$ cat src/rtl/ccc_pkg.sv
// constants and rule notes for the channel card control logic
//
// Notes on behaviour
// - data bus is captured into latches and resistor controls only while strobe is low.
// - parameter address decodes into six dedicated command enables.
// - command enables act only when channel and drawer selects give a low enable.
// - latch A holds gap comp, uncal selects, record arm, dim inhibit, frequency bits.
// - latch B holds repro/sync routing, dim, cal input and record/sync switching.
// - latch C holds secondary record compensation and ramp timing controls.
// - ramp direction flip-flops set only while record arm enable is active.
// - ramp clocks set step rate; direction state picks counting up or down.
// - each envelope is a 4 bit up/down count feeding a ladder converter.
// - erase counter steps on erase ramp clock, bias counter on bias ramp clock.
// - bias and erase drive blocked unless record ready enable is asserted.
// - safety relay energised before envelopes rise, released after both decay.
// - input or record command closes the noise reduction relay output.
// - dim switches off the output buffer path under processor command.
// - dim is controllable per card or globally for the whole machine.
// - output monitor selects input, repro head or sync head signal.
// - repro path source relay follows the user repro or sync selection.
package ccc_pkg;
  // ----------------------------------------------------------------
  // pin vector
  // ----------------------------------------------------------------
  localparam int PAR_W  = 9;
  localparam int DATA_W = 8;
  localparam int ENV_W  = 4;
  localparam int PIN_W  = 24;
  localparam logic [PIN_W-1:0] PIN_RST = 24'hFFFFF0;

  // ----------------------------------------------------------------
  // parameter address codes
  // ----------------------------------------------------------------
  localparam logic [PAR_W-1:0] PAR_MON_CAL  = 9'h000;
  localparam logic [PAR_W-1:0] PAR_MON_BIAS = 9'h001;
  localparam logic [PAR_W-1:0] PAR_REP_EQ   = 9'h002;
  localparam logic [PAR_W-1:0] PAR_REC_EQ   = 9'h003;
  localparam logic [PAR_W-1:0] PAR_SEC_COMP = 9'h004;
  localparam logic [PAR_W-1:0] PAR_GAP_COMP = 9'h005;
  localparam logic [PAR_W-1:0] PAR_LATCH_A  = 9'h006;
  localparam logic [PAR_W-1:0] PAR_LATCH_B  = 9'h007;
  localparam logic [PAR_W-1:0] PAR_LATCH_C  = 9'h008;

  // ----------------------------------------------------------------
  // latch field positions
  // ----------------------------------------------------------------
  localparam int LA_REC_ARM   = 3;
  localparam int LA_DIM_INH   = 4;
  localparam int LA_LOW_DEF   = 5;
  localparam int LB_REPRO_SEL = 0;
  localparam int LB_DIM       = 1;
  localparam int LB_MON_LO    = 2;
  localparam int LB_CAL_IN    = 4;
  localparam logic [1:0] MON_INPUT = 2'h0;
  localparam logic [1:0] MON_REPRO = 2'h1;
  localparam logic [1:0] MON_SYNC  = 2'h2;
  localparam logic [DATA_W-1:0] LATCH_RST = 8'h00;
  localparam logic [ENV_W-1:0]  ENV_FULL  = 4'hF;
  localparam logic [ENV_W-1:0]  ENV_ZERO  = 4'h0;

  // ----------------------------------------------------------------
  // register map (byte addresses)
  // ----------------------------------------------------------------
  localparam logic [7:0] ADDR_CTRL    = 8'h00;
  localparam logic [7:0] ADDR_LATCH_A = 8'h04;
  localparam logic [7:0] ADDR_LATCH_B = 8'h08;
  localparam logic [7:0] ADDR_LATCH_C = 8'h0C;
  localparam logic [7:0] ADDR_STATUS  = 8'h10;
  localparam logic [7:0] ADDR_RES     = 8'h14;
  localparam logic [1:0] RESP_OKAY    = 2'h0;
  localparam logic [1:0] RESP_SLVERR  = 2'h2;
endpackage : ccc_pkg

$ cat src/rtl/ccc_card.sv
// channel card control logic with an axi4-lite status and control port
`timescale 1ns/100ps
module ccc_card
  import ccc_pkg::*;
(
  input  wire logic              core_clk,
  input  wire logic              srst,
  input  wire logic              write_strobe_low,
  input  wire logic [PAR_W-1:0]  parameter_address,
  input  wire logic [DATA_W-1:0] audio_data_bus,
  input  wire logic              channel_select_low,
  input  wire logic              drawer_select_low,
  input  wire logic              erase_pulse,
  input  wire logic              bias_pulse,
  input  wire logic              erase_ramp_clk,
  input  wire logic              bias_ramp_clk,
  output logic [5:0]             cmd_enable_low,
  output logic [DATA_W-1:0]      res_ctrl_data,
  output logic [DATA_W-1:0]      latch_a,
  output logic [DATA_W-1:0]      latch_b,
  output logic [DATA_W-1:0]      latch_c,
  output logic [ENV_W-1:0]       erase_env,
  output logic [ENV_W-1:0]       bias_env,
  output logic                   erase_drive_on,
  output logic                   bias_drive_on,
  output logic                   safety_relay,
  output logic                   nr_relay,
  output logic                   dim_out,
  output logic [1:0]             monitor_sel,
  output logic                   repro_sync_relay,
  input  wire logic [7:0]        s_axi_awaddr,
  input  wire logic              s_axi_awvalid,
  output logic                   s_axi_awready,
  input  wire logic [31:0]       s_axi_wdata,
  input  wire logic [3:0]        s_axi_wstrb,
  input  wire logic              s_axi_wvalid,
  output logic                   s_axi_wready,
  output logic [1:0]             s_axi_bresp,
  output logic                   s_axi_bvalid,
  input  wire logic              s_axi_bready,
  input  wire logic [7:0]        s_axi_araddr,
  input  wire logic              s_axi_arvalid,
  output logic                   s_axi_arready,
  output logic [31:0]            s_axi_rdata,
  output logic [1:0]             s_axi_rresp,
  output logic                   s_axi_rvalid,
  input  wire logic              s_axi_rready
);
  // ----------------------------------------------------------------
  // state
  // ----------------------------------------------------------------
  typedef struct packed {
    logic [PIN_W-1:0]  s1, s2, s3, pin;
    logic [5:0]        cmd_n;
    logic [DATA_W-1:0] res, la, lb, lc;
    logic              dir_e, dir_b;
    logic [ENV_W-1:0]  env_e, env_b;
    logic              drv_e, drv_b, relay, nr, dim;
    logic [1:0]        mon;
    logic              rsel, gdim;
    logic [7:0]        awaddr;
    logic              aw_got, w_got;
    logic [31:0]       wdata;
    logic              wstb0;
    logic              awready, wready, bvalid, arready, rvalid;
    logic [1:0]        bresp, rresp;
    logic [31:0]       rdata;
  } ccc_state_t;

  ccc_state_t q, d;

  logic [PIN_W-1:0]  in_vec;
  logic              stb_n, sel_n, ep, bp, eclk, bclk;
  logic              ep_q, bp_q, eclk_q, bclk_q;
  logic [PAR_W-1:0]  par;
  logic [DATA_W-1:0] dat;
  logic              take, arm, estep, bstep;

  assign in_vec = {write_strobe_low, parameter_address, audio_data_bus, channel_select_low,
                   drawer_select_low, erase_pulse, bias_pulse, erase_ramp_clk, bias_ramp_clk};
  assign {stb_n, par, dat, sel_n} = {q.pin[23:6], q.pin[5] | q.pin[4]};
  assign {ep_q, bp_q, eclk_q, bclk_q} = q.pin[3:0];

  always_comb begin
    d = q;
    // ------------------------------------------------------------
    // pin sampling: a bit counts once stages two and three agree
    // ------------------------------------------------------------
    d.s1  = in_vec;
    d.s2  = q.s1;
    d.s3  = q.s2;
    d.pin = (q.s2 & q.s3) | (q.pin & (q.s2 | q.s3));
    {ep, bp, eclk, bclk} = d.pin[3:0];

    // ------------------------------------------------------------
    // parameter decode and latching
    // ------------------------------------------------------------
    take = !stb_n && !sel_n;
    for (int i = 0; i < 6; i++) begin
      d.cmd_n[i] = !(take && par == PAR_MON_CAL + PAR_W'(i));
    end
    if (take) begin
      if (par <= PAR_GAP_COMP) d.res = dat;
      if (par == PAR_LATCH_A) d.la = dat;
      if (par == PAR_LATCH_B) d.lb = dat;
      if (par == PAR_LATCH_C) d.lc = dat;
    end

    // ------------------------------------------------------------
    // ramp control: pulse rise starts ramp up, fall starts ramp down
    // ------------------------------------------------------------
    arm = q.la[LA_REC_ARM];
    if (ep && !ep_q && arm) d.dir_e = 1'b1;
    else if (!ep) d.dir_e = 1'b0;
    if (bp && !bp_q && arm) d.dir_b = 1'b1;
    else if (!bp) d.dir_b = 1'b0;
    estep = eclk && !eclk_q;
    bstep = bclk && !bclk_q;
    if (estep) begin
      if (q.dir_e && q.env_e != ENV_FULL) d.env_e = q.env_e + 4'h1;
      else if (!q.dir_e && q.env_e != ENV_ZERO) d.env_e = q.env_e - 4'h1;
    end
    if (bstep) begin
      if (q.dir_b && q.env_b != ENV_FULL) d.env_b = q.env_b + 4'h1;
      else if (!q.dir_b && q.env_b != ENV_ZERO) d.env_b = q.env_b - 4'h1;
    end
    // relay leads the first step: direction is set before any count moves
    d.relay = d.dir_e || d.dir_b || d.env_e != ENV_ZERO || d.env_b != ENV_ZERO;
    d.drv_e = d.dir_e && d.la[LA_REC_ARM];
    d.drv_b = d.dir_b && d.la[LA_REC_ARM];

    // ------------------------------------------------------------
    // routing, dim and noise reduction
    // ------------------------------------------------------------
    d.mon  = (d.lb[LB_MON_LO +: 2] == MON_SYNC || d.lb[LB_MON_LO +: 2] == MON_REPRO) ?
             d.lb[LB_MON_LO +: 2] : MON_INPUT;
    d.rsel = d.lb[LB_REPRO_SEL];
    d.nr   = d.lb[LB_CAL_IN] || d.la[LA_REC_ARM];
    d.dim  = (d.lb[LB_DIM] || q.gdim) && !d.la[LA_DIM_INH];

    // ------------------------------------------------------------
    // axi4-lite slave: address and data taken in either order
    // ------------------------------------------------------------
    if (s_axi_awvalid && q.awready) begin
      d.aw_got = 1'b1;
      d.awaddr = s_axi_awaddr;
    end
    if (s_axi_wvalid && q.wready) begin
      d.w_got = 1'b1;
      d.wdata = s_axi_wdata;
      // strobe is kept with the data: the master may drop it once w is taken
      d.wstb0 = s_axi_wstrb[0];
    end
    if (q.bvalid && s_axi_bready) d.bvalid = 1'b0;
    if (q.aw_got && q.w_got && !q.bvalid) begin
      d.aw_got = 1'b0;
      d.w_got  = 1'b0;
      d.bvalid = 1'b1;
      d.bresp  = RESP_SLVERR;
      if (q.awaddr[7:2] == ADDR_CTRL[7:2]) begin
        d.bresp = RESP_OKAY;
        if (q.wstb0) d.gdim = q.wdata[0];
      end
    end
    d.awready = !d.aw_got && !d.bvalid;
    d.wready  = !d.w_got && !d.bvalid;
    if (q.rvalid && s_axi_rready) d.rvalid = 1'b0;
    if (s_axi_arvalid && q.arready) begin
      d.rvalid = 1'b1;
      d.rresp  = RESP_OKAY;
      case (s_axi_araddr[7:2])
        ADDR_CTRL[7:2]:    d.rdata = {31'h0, q.gdim};
        ADDR_LATCH_A[7:2]: d.rdata = {24'h0, q.la};
        ADDR_LATCH_B[7:2]: d.rdata = {24'h0, q.lb};
        ADDR_LATCH_C[7:2]: d.rdata = {24'h0, q.lc};
        ADDR_STATUS[7:2]:  d.rdata = {16'h0, q.env_b, q.env_e, 1'b0, q.dim, q.nr,
                                      q.relay, q.drv_b, q.drv_e, q.dir_b, q.dir_e};
        ADDR_RES[7:2]:     d.rdata = {24'h0, q.res};
        default: begin
          d.rdata = 32'h0;
          d.rresp = RESP_SLVERR;
        end
      endcase
    end
    d.arready = !d.rvalid;
  end

  always_ff @(posedge core_clk) begin
    if (srst) begin
      q         <= '0;
      q.s1      <= PIN_RST;
      q.s2      <= PIN_RST;
      q.s3      <= PIN_RST;
      q.pin     <= PIN_RST;
      q.cmd_n   <= 6'h3F;
      q.la      <= LATCH_RST;
      q.lb      <= LATCH_RST;
      q.lc      <= LATCH_RST;
    end else begin
      q <= d;
    end
  end

  // ----------------------------------------------------------------
  // outputs
  // ----------------------------------------------------------------
  assign cmd_enable_low   = q.cmd_n;
  assign res_ctrl_data    = q.res;
  assign latch_a          = q.la;
  assign latch_b          = q.lb;
  assign latch_c          = q.lc;
  assign erase_env        = q.env_e;
  assign bias_env         = q.env_b;
  assign erase_drive_on   = q.drv_e;
  assign bias_drive_on    = q.drv_b;
  assign safety_relay     = q.relay;
  assign nr_relay         = q.nr;
  assign dim_out          = q.dim;
  assign monitor_sel      = q.mon;
  assign repro_sync_relay = q.rsel;
  assign s_axi_awready    = q.awready;
  assign s_axi_wready     = q.wready;
  assign s_axi_bresp      = q.bresp;
  assign s_axi_bvalid     = q.bvalid;
  assign s_axi_arready    = q.arready;
  assign s_axi_rdata      = q.rdata;
  assign s_axi_rresp      = q.rresp;
  assign s_axi_rvalid     = q.rvalid;
endmodule : ccc_card

$ cat config.mk
export PLATFORM = sky130hd
export DESIGN_NAME = ccc_card
export DESIGN_NICKNAME = d
export VERILOG_FILES = /design/src/rtl/ccc_pkg.sv /design/src/rtl/ccc_card.sv
export SDC_FILE = /design/constraint.sdc
export NUM_CORES = 1
export LEC_CHECK = 0
export ABC_AREA = 1
export BUFFER_PORTS_ARGS = -buffer_cell sky130_fd_sc_hd__buf_4
export CORE_ASPECT_RATIO = 0.8
export CORE_MARGIN = 5
export CORE_UTILIZATION = 57
export CTS_CLUSTER_DIAMETER = 40
export DETAILED_ROUTE_END_ITERATION = 12
export GPL_ROUTABILITY_DRIVEN = 0
export PLACE_DENSITY = 0.84
export SYNTH_ARGS = -nofsm -noshare
export SYNTH_HDL_FRONTEND = slang
export SYNTH_SLANG_ARGS = --single-unit
$ cat constraint.sdc
create_clock -name core_clk -period 3.4 [get_ports core_clk]
set_input_delay 0.17 -clock core_clk [delete_from_list [all_inputs] [get_ports core_clk]]
set_output_delay 0.17 -clock core_clk [all_outputs]
set_load 0.05 [all_outputs]
==> results of run 1 <==
-- state kept, by name (all words and copies together), names as in the netlist, 2 cells and up --
register	flops
latch_b	8
bias_env	4
q	40
res_ctrl_data	8
d	48
s_axi_rdata	16
cmd_enable_low	6
latch_c	8
latch_a	8
par	9
monitor_sel	2
dat	8
erase_env	4
-- layout by cell type (no fill, tap or decap), types with 2 or more instances in the layout --
cell | netlist | final
buf_4 | 86 | 123
nand2_2 | 11 | 11
nor2_2 | 2 | 2
and2_1 | 2 | 2
o21ai_1 | 20 | 20
conb_1 | 1 | 18
nor2_4 | 7 | 7
nor2_1 | 92 | 92
o2111ai_1 | 3 | 3
inv_1 | 82 | 82
clkbuf_16 | 0 | 17
o211ai_1 | 3 | 3
nand2_1 | 114 | 114
inv_8 | 0 | 2
or2_2 | 61 | 61
nor4_1 | 2 | 2
inv_2 | 5 | 5
o22ai_1 | 3 | 3
clkinv_4 | 0 | 3
clkinv_2 | 0 | 2
o21ai_0 | 49 | 49
clkinvlp_4 | 0 | 3
nor3_1 | 6 | 6
nand3_1 | 24 | 24
a21oi_1 | 73 | 73
dfxtp_1 | 185 | 185
inv_6 | 0 | 4
nand3_2 | 6 | 6
nand4_1 | 9 | 9
nand2_4 | 3 | 3
ha_1 | 4 | 4
dlygate4sd3_1 | 0 | 27
-- worst paths after layout --
kind / start / cells past startpoint / endpoint
setup / recovery: s_axi_arready$_SDFF_PP0_ / 5 / s_axi_arready$_SDFF_PP0_
hold / removal: s_axi_awaddr[2] / 3 / q[78]$_SDFFE_PP0P_
setup reg to reg: s_axi_arready$_SDFF_PP0_ / 5 / s_axi_arready$_SDFF_PP0_
hold reg to reg: d[191]$_SDFF_PP0_ / 2 / d[167]$_SDFF_PP0_
-- power by group through the flow --
stage                     clock (mW)  combinational (mW)  sequential (mW)
after floorplan                    0               0.173             2.30
after global placement             0               0.232             2.29
after detailed placement           0               0.236             2.29
after CTS                       1.83               0.261             2.24
after global routing            1.94               0.288             2.24
final                           1.81               0.263             2.24
-- metrics by stage --
stage	area, um^2	instances	hold slack (ns)	setup WS (ns)	utilization [%]
after CTS	8670	1154	0.00360	1.46	67.8
after floorplan	7470	907	0.274	1.89	-
after global routing	8670	1154	0.0203	1.20	67.8
after global placement	7860	1096	0.354	1.46	61.5
final	8670	1154	0.00376	1.45	67.8
after detailed placement	7860	1096	0.356	1.48	61.5
-- kinds of logic (layout without fill, tap and decap cells) --
kind of cell	after synthesis	in the layout	synth area share [%]
simple gates	343	343	22.9
flops	185	185	50.0
compound gates	160	160	11.7
other cells	1	18	0.0506
fa+ha+maj	4	4	0.676
buf+inv	197	269	14.7
-- layer usage --
metal / share of wire [%] / vias up
li1: - / 2893
met1: 45 / 2549
met2: 45 / 213
met3: 8.1 / 20
met4: 1.6 / 0
met5: 0 / -
-- critical path, delay by kind of cell (launching register included) --
family                 cells  cell delay [ns]
buffers and inverters      2             0.68
and+or+nand+nor            2             0.54
AOI/OAI and AO/OA          1             0.35
DFF                        1             0.31
-- layout make-up --
type,count,area [um^2]
Clock inverter,14,116
Clock buffer,17,425
Multi-Input combinational cell,525,2680
Inverter,88,330
Timing Repair Buffer,150,1190
Fill cell,1011,4110
Tap cell,175,219
Sequential cell,185,3700
==> flow_summary.json, run 1 <==
{
  "setup.worst_path.end_class": "register",
  "rsz0062_at_grt": "false",
  "grtUsageTotal_pct": 20.3,
  "fin_nets": 1054,
  "coreArea_um2": 12800,
  "root_buffer": "clkbuf_16",
  "rows": 37,
  "diodes": 0,
  "ios": 178,
  "synth.distinct_cells": 42,
  "cts.sinks": 185,
  "setup_viol": 0,
  "p_total_mw": 4.31,
  "grt_pass1_vias": 5124,
  "drc": 0,
  "synth_edf_count": 0,
  "syn_inst": 890,
  "syn_avg_cell_area_um2": 8.32,
  "power.switching_mw": 1.04,
  "outcome": "complete, no violations",
  "seqPwrFrac_pct": 52.0,
  "routed-via-count": 5675,
  "first_pass_iters": 5,
  "cts_tree": "built",
  "synth-main-ff-cell": "dfxtp_1",
  "grt.met2_usage_pct": 31.0,
  "fin_setup_tns_ns": 0,
  "synthToLayoutAreaGrowth_pct": 17.1,
  "grt_pass1_wl_um": 24900,
  "syn_area_um2": 7400,
  "synth.most_common_cell": "dfxtp_1",
  "clockBufferDepth": 2,
  "globalRouteMet1Util_pct": 28.1,
  "synth_seq_cells": 185,
  "finalHoldViolCount": 0,
  "busiest_layer": "met2",
  "synthArstFlopShare_pct": 0,
  "grtUsageMet3_pct": 5.19,
  "viasPerCell": 4.92,
  "port_buffers": 121,
  "cp-start-kind": "register",
  "finalCritPeriodShare_pct": 57.5,
  "synth_top_area_share_pct": 50.0,
  "hp-class": "in2reg",
  "drv_slew": 0,
  "finalWirelength_um": 15600,
  "postCtsSetupBuffers": 0,
  "finClkSkew_ns": 0.00827,
  "crit_path_cell_trace": "nand2_1 -> clkinv_1 -> a21oi_1 -> inv_1 -> nor2_1",
  "p_clk_share_pct": 41.9,
  "yosysTopAreaCell": "dfxtp_1",
  "power_frac_comb_pct": 6.1,
  "path_clk_slew_ns": 0.07,
  "drv_cap": 0,
  "htree_levels": 4,
  "cts_hold_buffers": 27,
  "arrival_ns": 2.31,
  "dpl.hpwl_um": 10800,
  "grt.overflow.total": 0,
  "die_w_um": 137,
  "internal-power_mw": 3.27,
  "initial_utilization_pct": 58.0,
  "power.share.switching_pct": 24.2,
  "critPathKind": "reg2reg",
  "rrSetupSlack_ns": 1.45,
  "fmax_mhz": 512,
  "wl_per_cell_um": 13.5,
  "worst_pin_slew_ns": 0.799,
  "grt_max_degree": 87,
  "postCtsResizedCells": 0,
  "power_leakage_nw": 3.68,
  "power.density_nw_per_um2": 497,
  "ys_seq_area_share_pct": 50.0,
  "clk_latency_ns": 0.42,
  "worstPathMaxFanout": 18,
  "first_iter_violations": 453,
  "ant_nets": 0,
  "finalCriticalPeriod_ns": 1.95,
  "yosysWarnings": 0,
  "antenna_found_initial": 0,
  "ys_top_cells_by_area": "dfxtp_1 50%, buf_4 8.7%, nand2_1 5.8%, or2_2 5.2%, a21oi_1 4.9%",
  "cts_buffers": 17,
  "peakVddDrop_v": 0.000356,
  "required_ns": 3.76,
  "synth_commonest_cells": "185 x dfxtp_1, 114 x nand2_1, 92 x nor2_1",
  "cpMaxStageDelayCell": "clkinv_1",
  "relSlewSlack_pct": 46.7,
  "fp.dieArea_um2": 15400,
  "drive_gt1_share_pct": 26.3,
  "max_stage_delay_ns": 0.61,
  "die_height_um": 112
}
Power figures use the tool's default switching activity.
==> inputs of run 2 (changes only) <==
--- a/config.mk
+++ b/config.mk
@@ -9,11 +9,11 @@
 export BUFFER_PORTS_ARGS = -buffer_cell sky130_fd_sc_hd__buf_4
 export CORE_ASPECT_RATIO = 0.8
 export CORE_MARGIN = 5
-export CORE_UTILIZATION = 57
+export CORE_UTILIZATION = 53
 export CTS_CLUSTER_DIAMETER = 40
 export DETAILED_ROUTE_END_ITERATION = 12
 export GPL_ROUTABILITY_DRIVEN = 0
-export PLACE_DENSITY = 0.84
+export PLACE_DENSITY = 0.79
 export SYNTH_ARGS = -nofsm -noshare
 export SYNTH_HDL_FRONTEND = slang
 export SYNTH_SLANG_ARGS = --single-unit
==> constraint.sdc (replaced) <==
create_clock -name core_clk -period 2 [get_ports core_clk]
set_input_delay 0.1 -clock core_clk [delete_from_list [all_inputs] [get_ports core_clk]]
set_output_delay 0.1 -clock core_clk [all_outputs]
set_load 0.05 [all_outputs]
==> run 2 against run 1 <==
Net effect: sequential share of layout area down 0.66 points; utilization shrank 3.3 points; sequential power is 70% higher; worst hold slack improved by 0.025 ns; critical endpoint is now safety_relay$_SDFF_PP0_.
==> flow_summary.json, run 2 (synthesis gave the netlist of run 1 again) <==
{
  "grt.met2_usage_pct": 29.1,
  "cts_tree": "built",
  "ios": 178,
  "rows": 38,
  "critPathKind": "reg2reg",
  "setup_slack_ns": 0.250,
  "fin_nets": 1062,
  "power.density_nw_per_um2": 857,
  "viasPerCell": 4.85,
  "pre_cts_slack_ns": 0.286,
  "grt_pass1_vias": 5108,
  "postCtsResizedCells": 0,
  "fp.dieArea_um2": 16400,
  "fin_setup_tns_ns": 0,
  "path_clk_slew_ns": 0.06,
  "drv_slew": 0,
  "die_height_um": 116,
  "layout_common_cells": "185 x dfxtp_1, 124 x buf_4, 114 x nand2_1, 92 x nor2_1, 82 x inv_1",
  "outcome": "complete, no violations",
  "cp-start-kind": "register",
  "initial_utilization_pct": 54.3,
  "cts.sinks": 185,
  "drv_cap": 0,
  "arrival_ns": 2.04,
  "grt_pass1_wl_um": 25000,
  "setup.worst_path.end_class": "register",
  "first_pass_iters": 5,
  "die_w_um": 142,
  "antenna_found_initial": 0,
  "relSlewSlack_pct": 64.5,
  "startpoint": "bias_env[0]$_SDFF_PP0_",
  "finalWirelength_um": 15600,
  "clk_latency_ns": 0.42,
  "hp-class": "in2reg",
  "grtUsageTotal_pct": 19.0,
  "rsz0062_at_grt": "false",
  "finalCritPeriodShare_pct": 87.5,
  "port_buffers": 121,
  "globalRouteMet1Util_pct": 25.9,
  "routed-via-count": 5670,
  "grt_max_degree": 57,
  "worstPathMaxFanout": 7,
  "finalCriticalPeriod_ns": 1.75,
  "grtUsageMet3_pct": 4.58,
  "ant_nets": 0,
  "htree_levels": 4,
  "required_ns": 2.29,
  "worst_pin_slew_ns": 0.528,
  "finClkSkew_ns": 0.00910,
  "coreArea_um2": 13600,
  "diodes": 0,
  "finalHoldViolCount": 0,
  "r2r_start": "bias_env[0]$_SDFF_PP0_",
  "synthToLayoutAreaGrowth_pct": 18.9,
  "cts_hold_buffers": 33,
  "peakVddDrop_v": 0.000577,
  "hold_start": "s_axi_rready",
  "setup_viol": 0,
  "root_buffer": "clkbuf_16",
  "busiest_layer": "met2",
  "drive_gt1_share_pct": 26.2,
  "cts_buffers": 17,
  "final_common_cell": "dfxtp_1",
  "postCtsSetupBuffers": 0,
  "largest_register_ffs": 48,
  "dpl.hpwl_um": 10800,
  "power_leakage_nw": 3.75,
  "grt.overflow.total": 0,
  "first_iter_violations": 334,
  "holdWs_ns": 0.0288,
  "clockBufferDepth": 2,
  "wl_per_cell_um": 13.4,
  "fmax_mhz": 571,
  "drc": 0
}
run 2: routing by layer:
metal | up-vias | wire length, um
li1 | 2906 | -
met1 | 2549 | 7260
met2 | 193 | 6930
met3 | 22 | 1080
met4 | 0 | 353
met5 | - | 0
run 2: path summary, 6_finish.rpt:
kind | end | slack [ns] | cells past startpoint
max | safety_relay$_SDFF_PP0_ | 0.25 | 12
max reg2reg | safety_relay$_SDFF_PP0_ | 0.25 | 12
min reg2reg | d[166]$_SDFF_PP0_ | 0.40 | 2
min | s_axi_rvalid$_SDFF_PP0_ | 0.03 | 4
run 2: worst max-delay path: stages (launching register included):
cell and delay (ns):
dfxtp_1 0.47, inv_1 0.10, ha_1 0.23, nand3_2 0.09
nand2_2 0.08, a21oi_4 0.17, nand2_1 0.08, nand2_1 0.08
nand2_1 0.06, nor2_1 0.08, nand2_1 0.05, nor2_1 0.08
nor2_1 0.04
run 2: stage by stage:
| step | instance area, um^2 | util, % | power (mW) | cells |
|---|---|---|---|---|
| after global routing | 8800 | 64.5 | 7.82 | 1168 |
| after floorplan | 7470 | - | 4.20 | 907 |
| after detailed placement | 7890 | 57.8 | 4.30 | 1103 |
| after global placement | 7890 | 57.8 | 4.29 | 1103 |
| final | 8800 | 64.5 | 7.55 | 1168 |
| after CTS | 8800 | 64.5 | 7.61 | 1168 |
run 2: area by class of cell:
type                    count  area, um^2
inverters                  88         330
clock buffers              19         443
multi-input cells         525        2680
flip-flops and latches    185        3700
repair buffers            158        1280
clock inverters            13         141
fillers                  1127        4840
well taps                 180         225
run 2: report_power, final:
part	internal, mW	switching, mW
logic	0.187	0.273
clock network	1.89	1.39
registers	3.77	0.0396
total	5.84	1.71
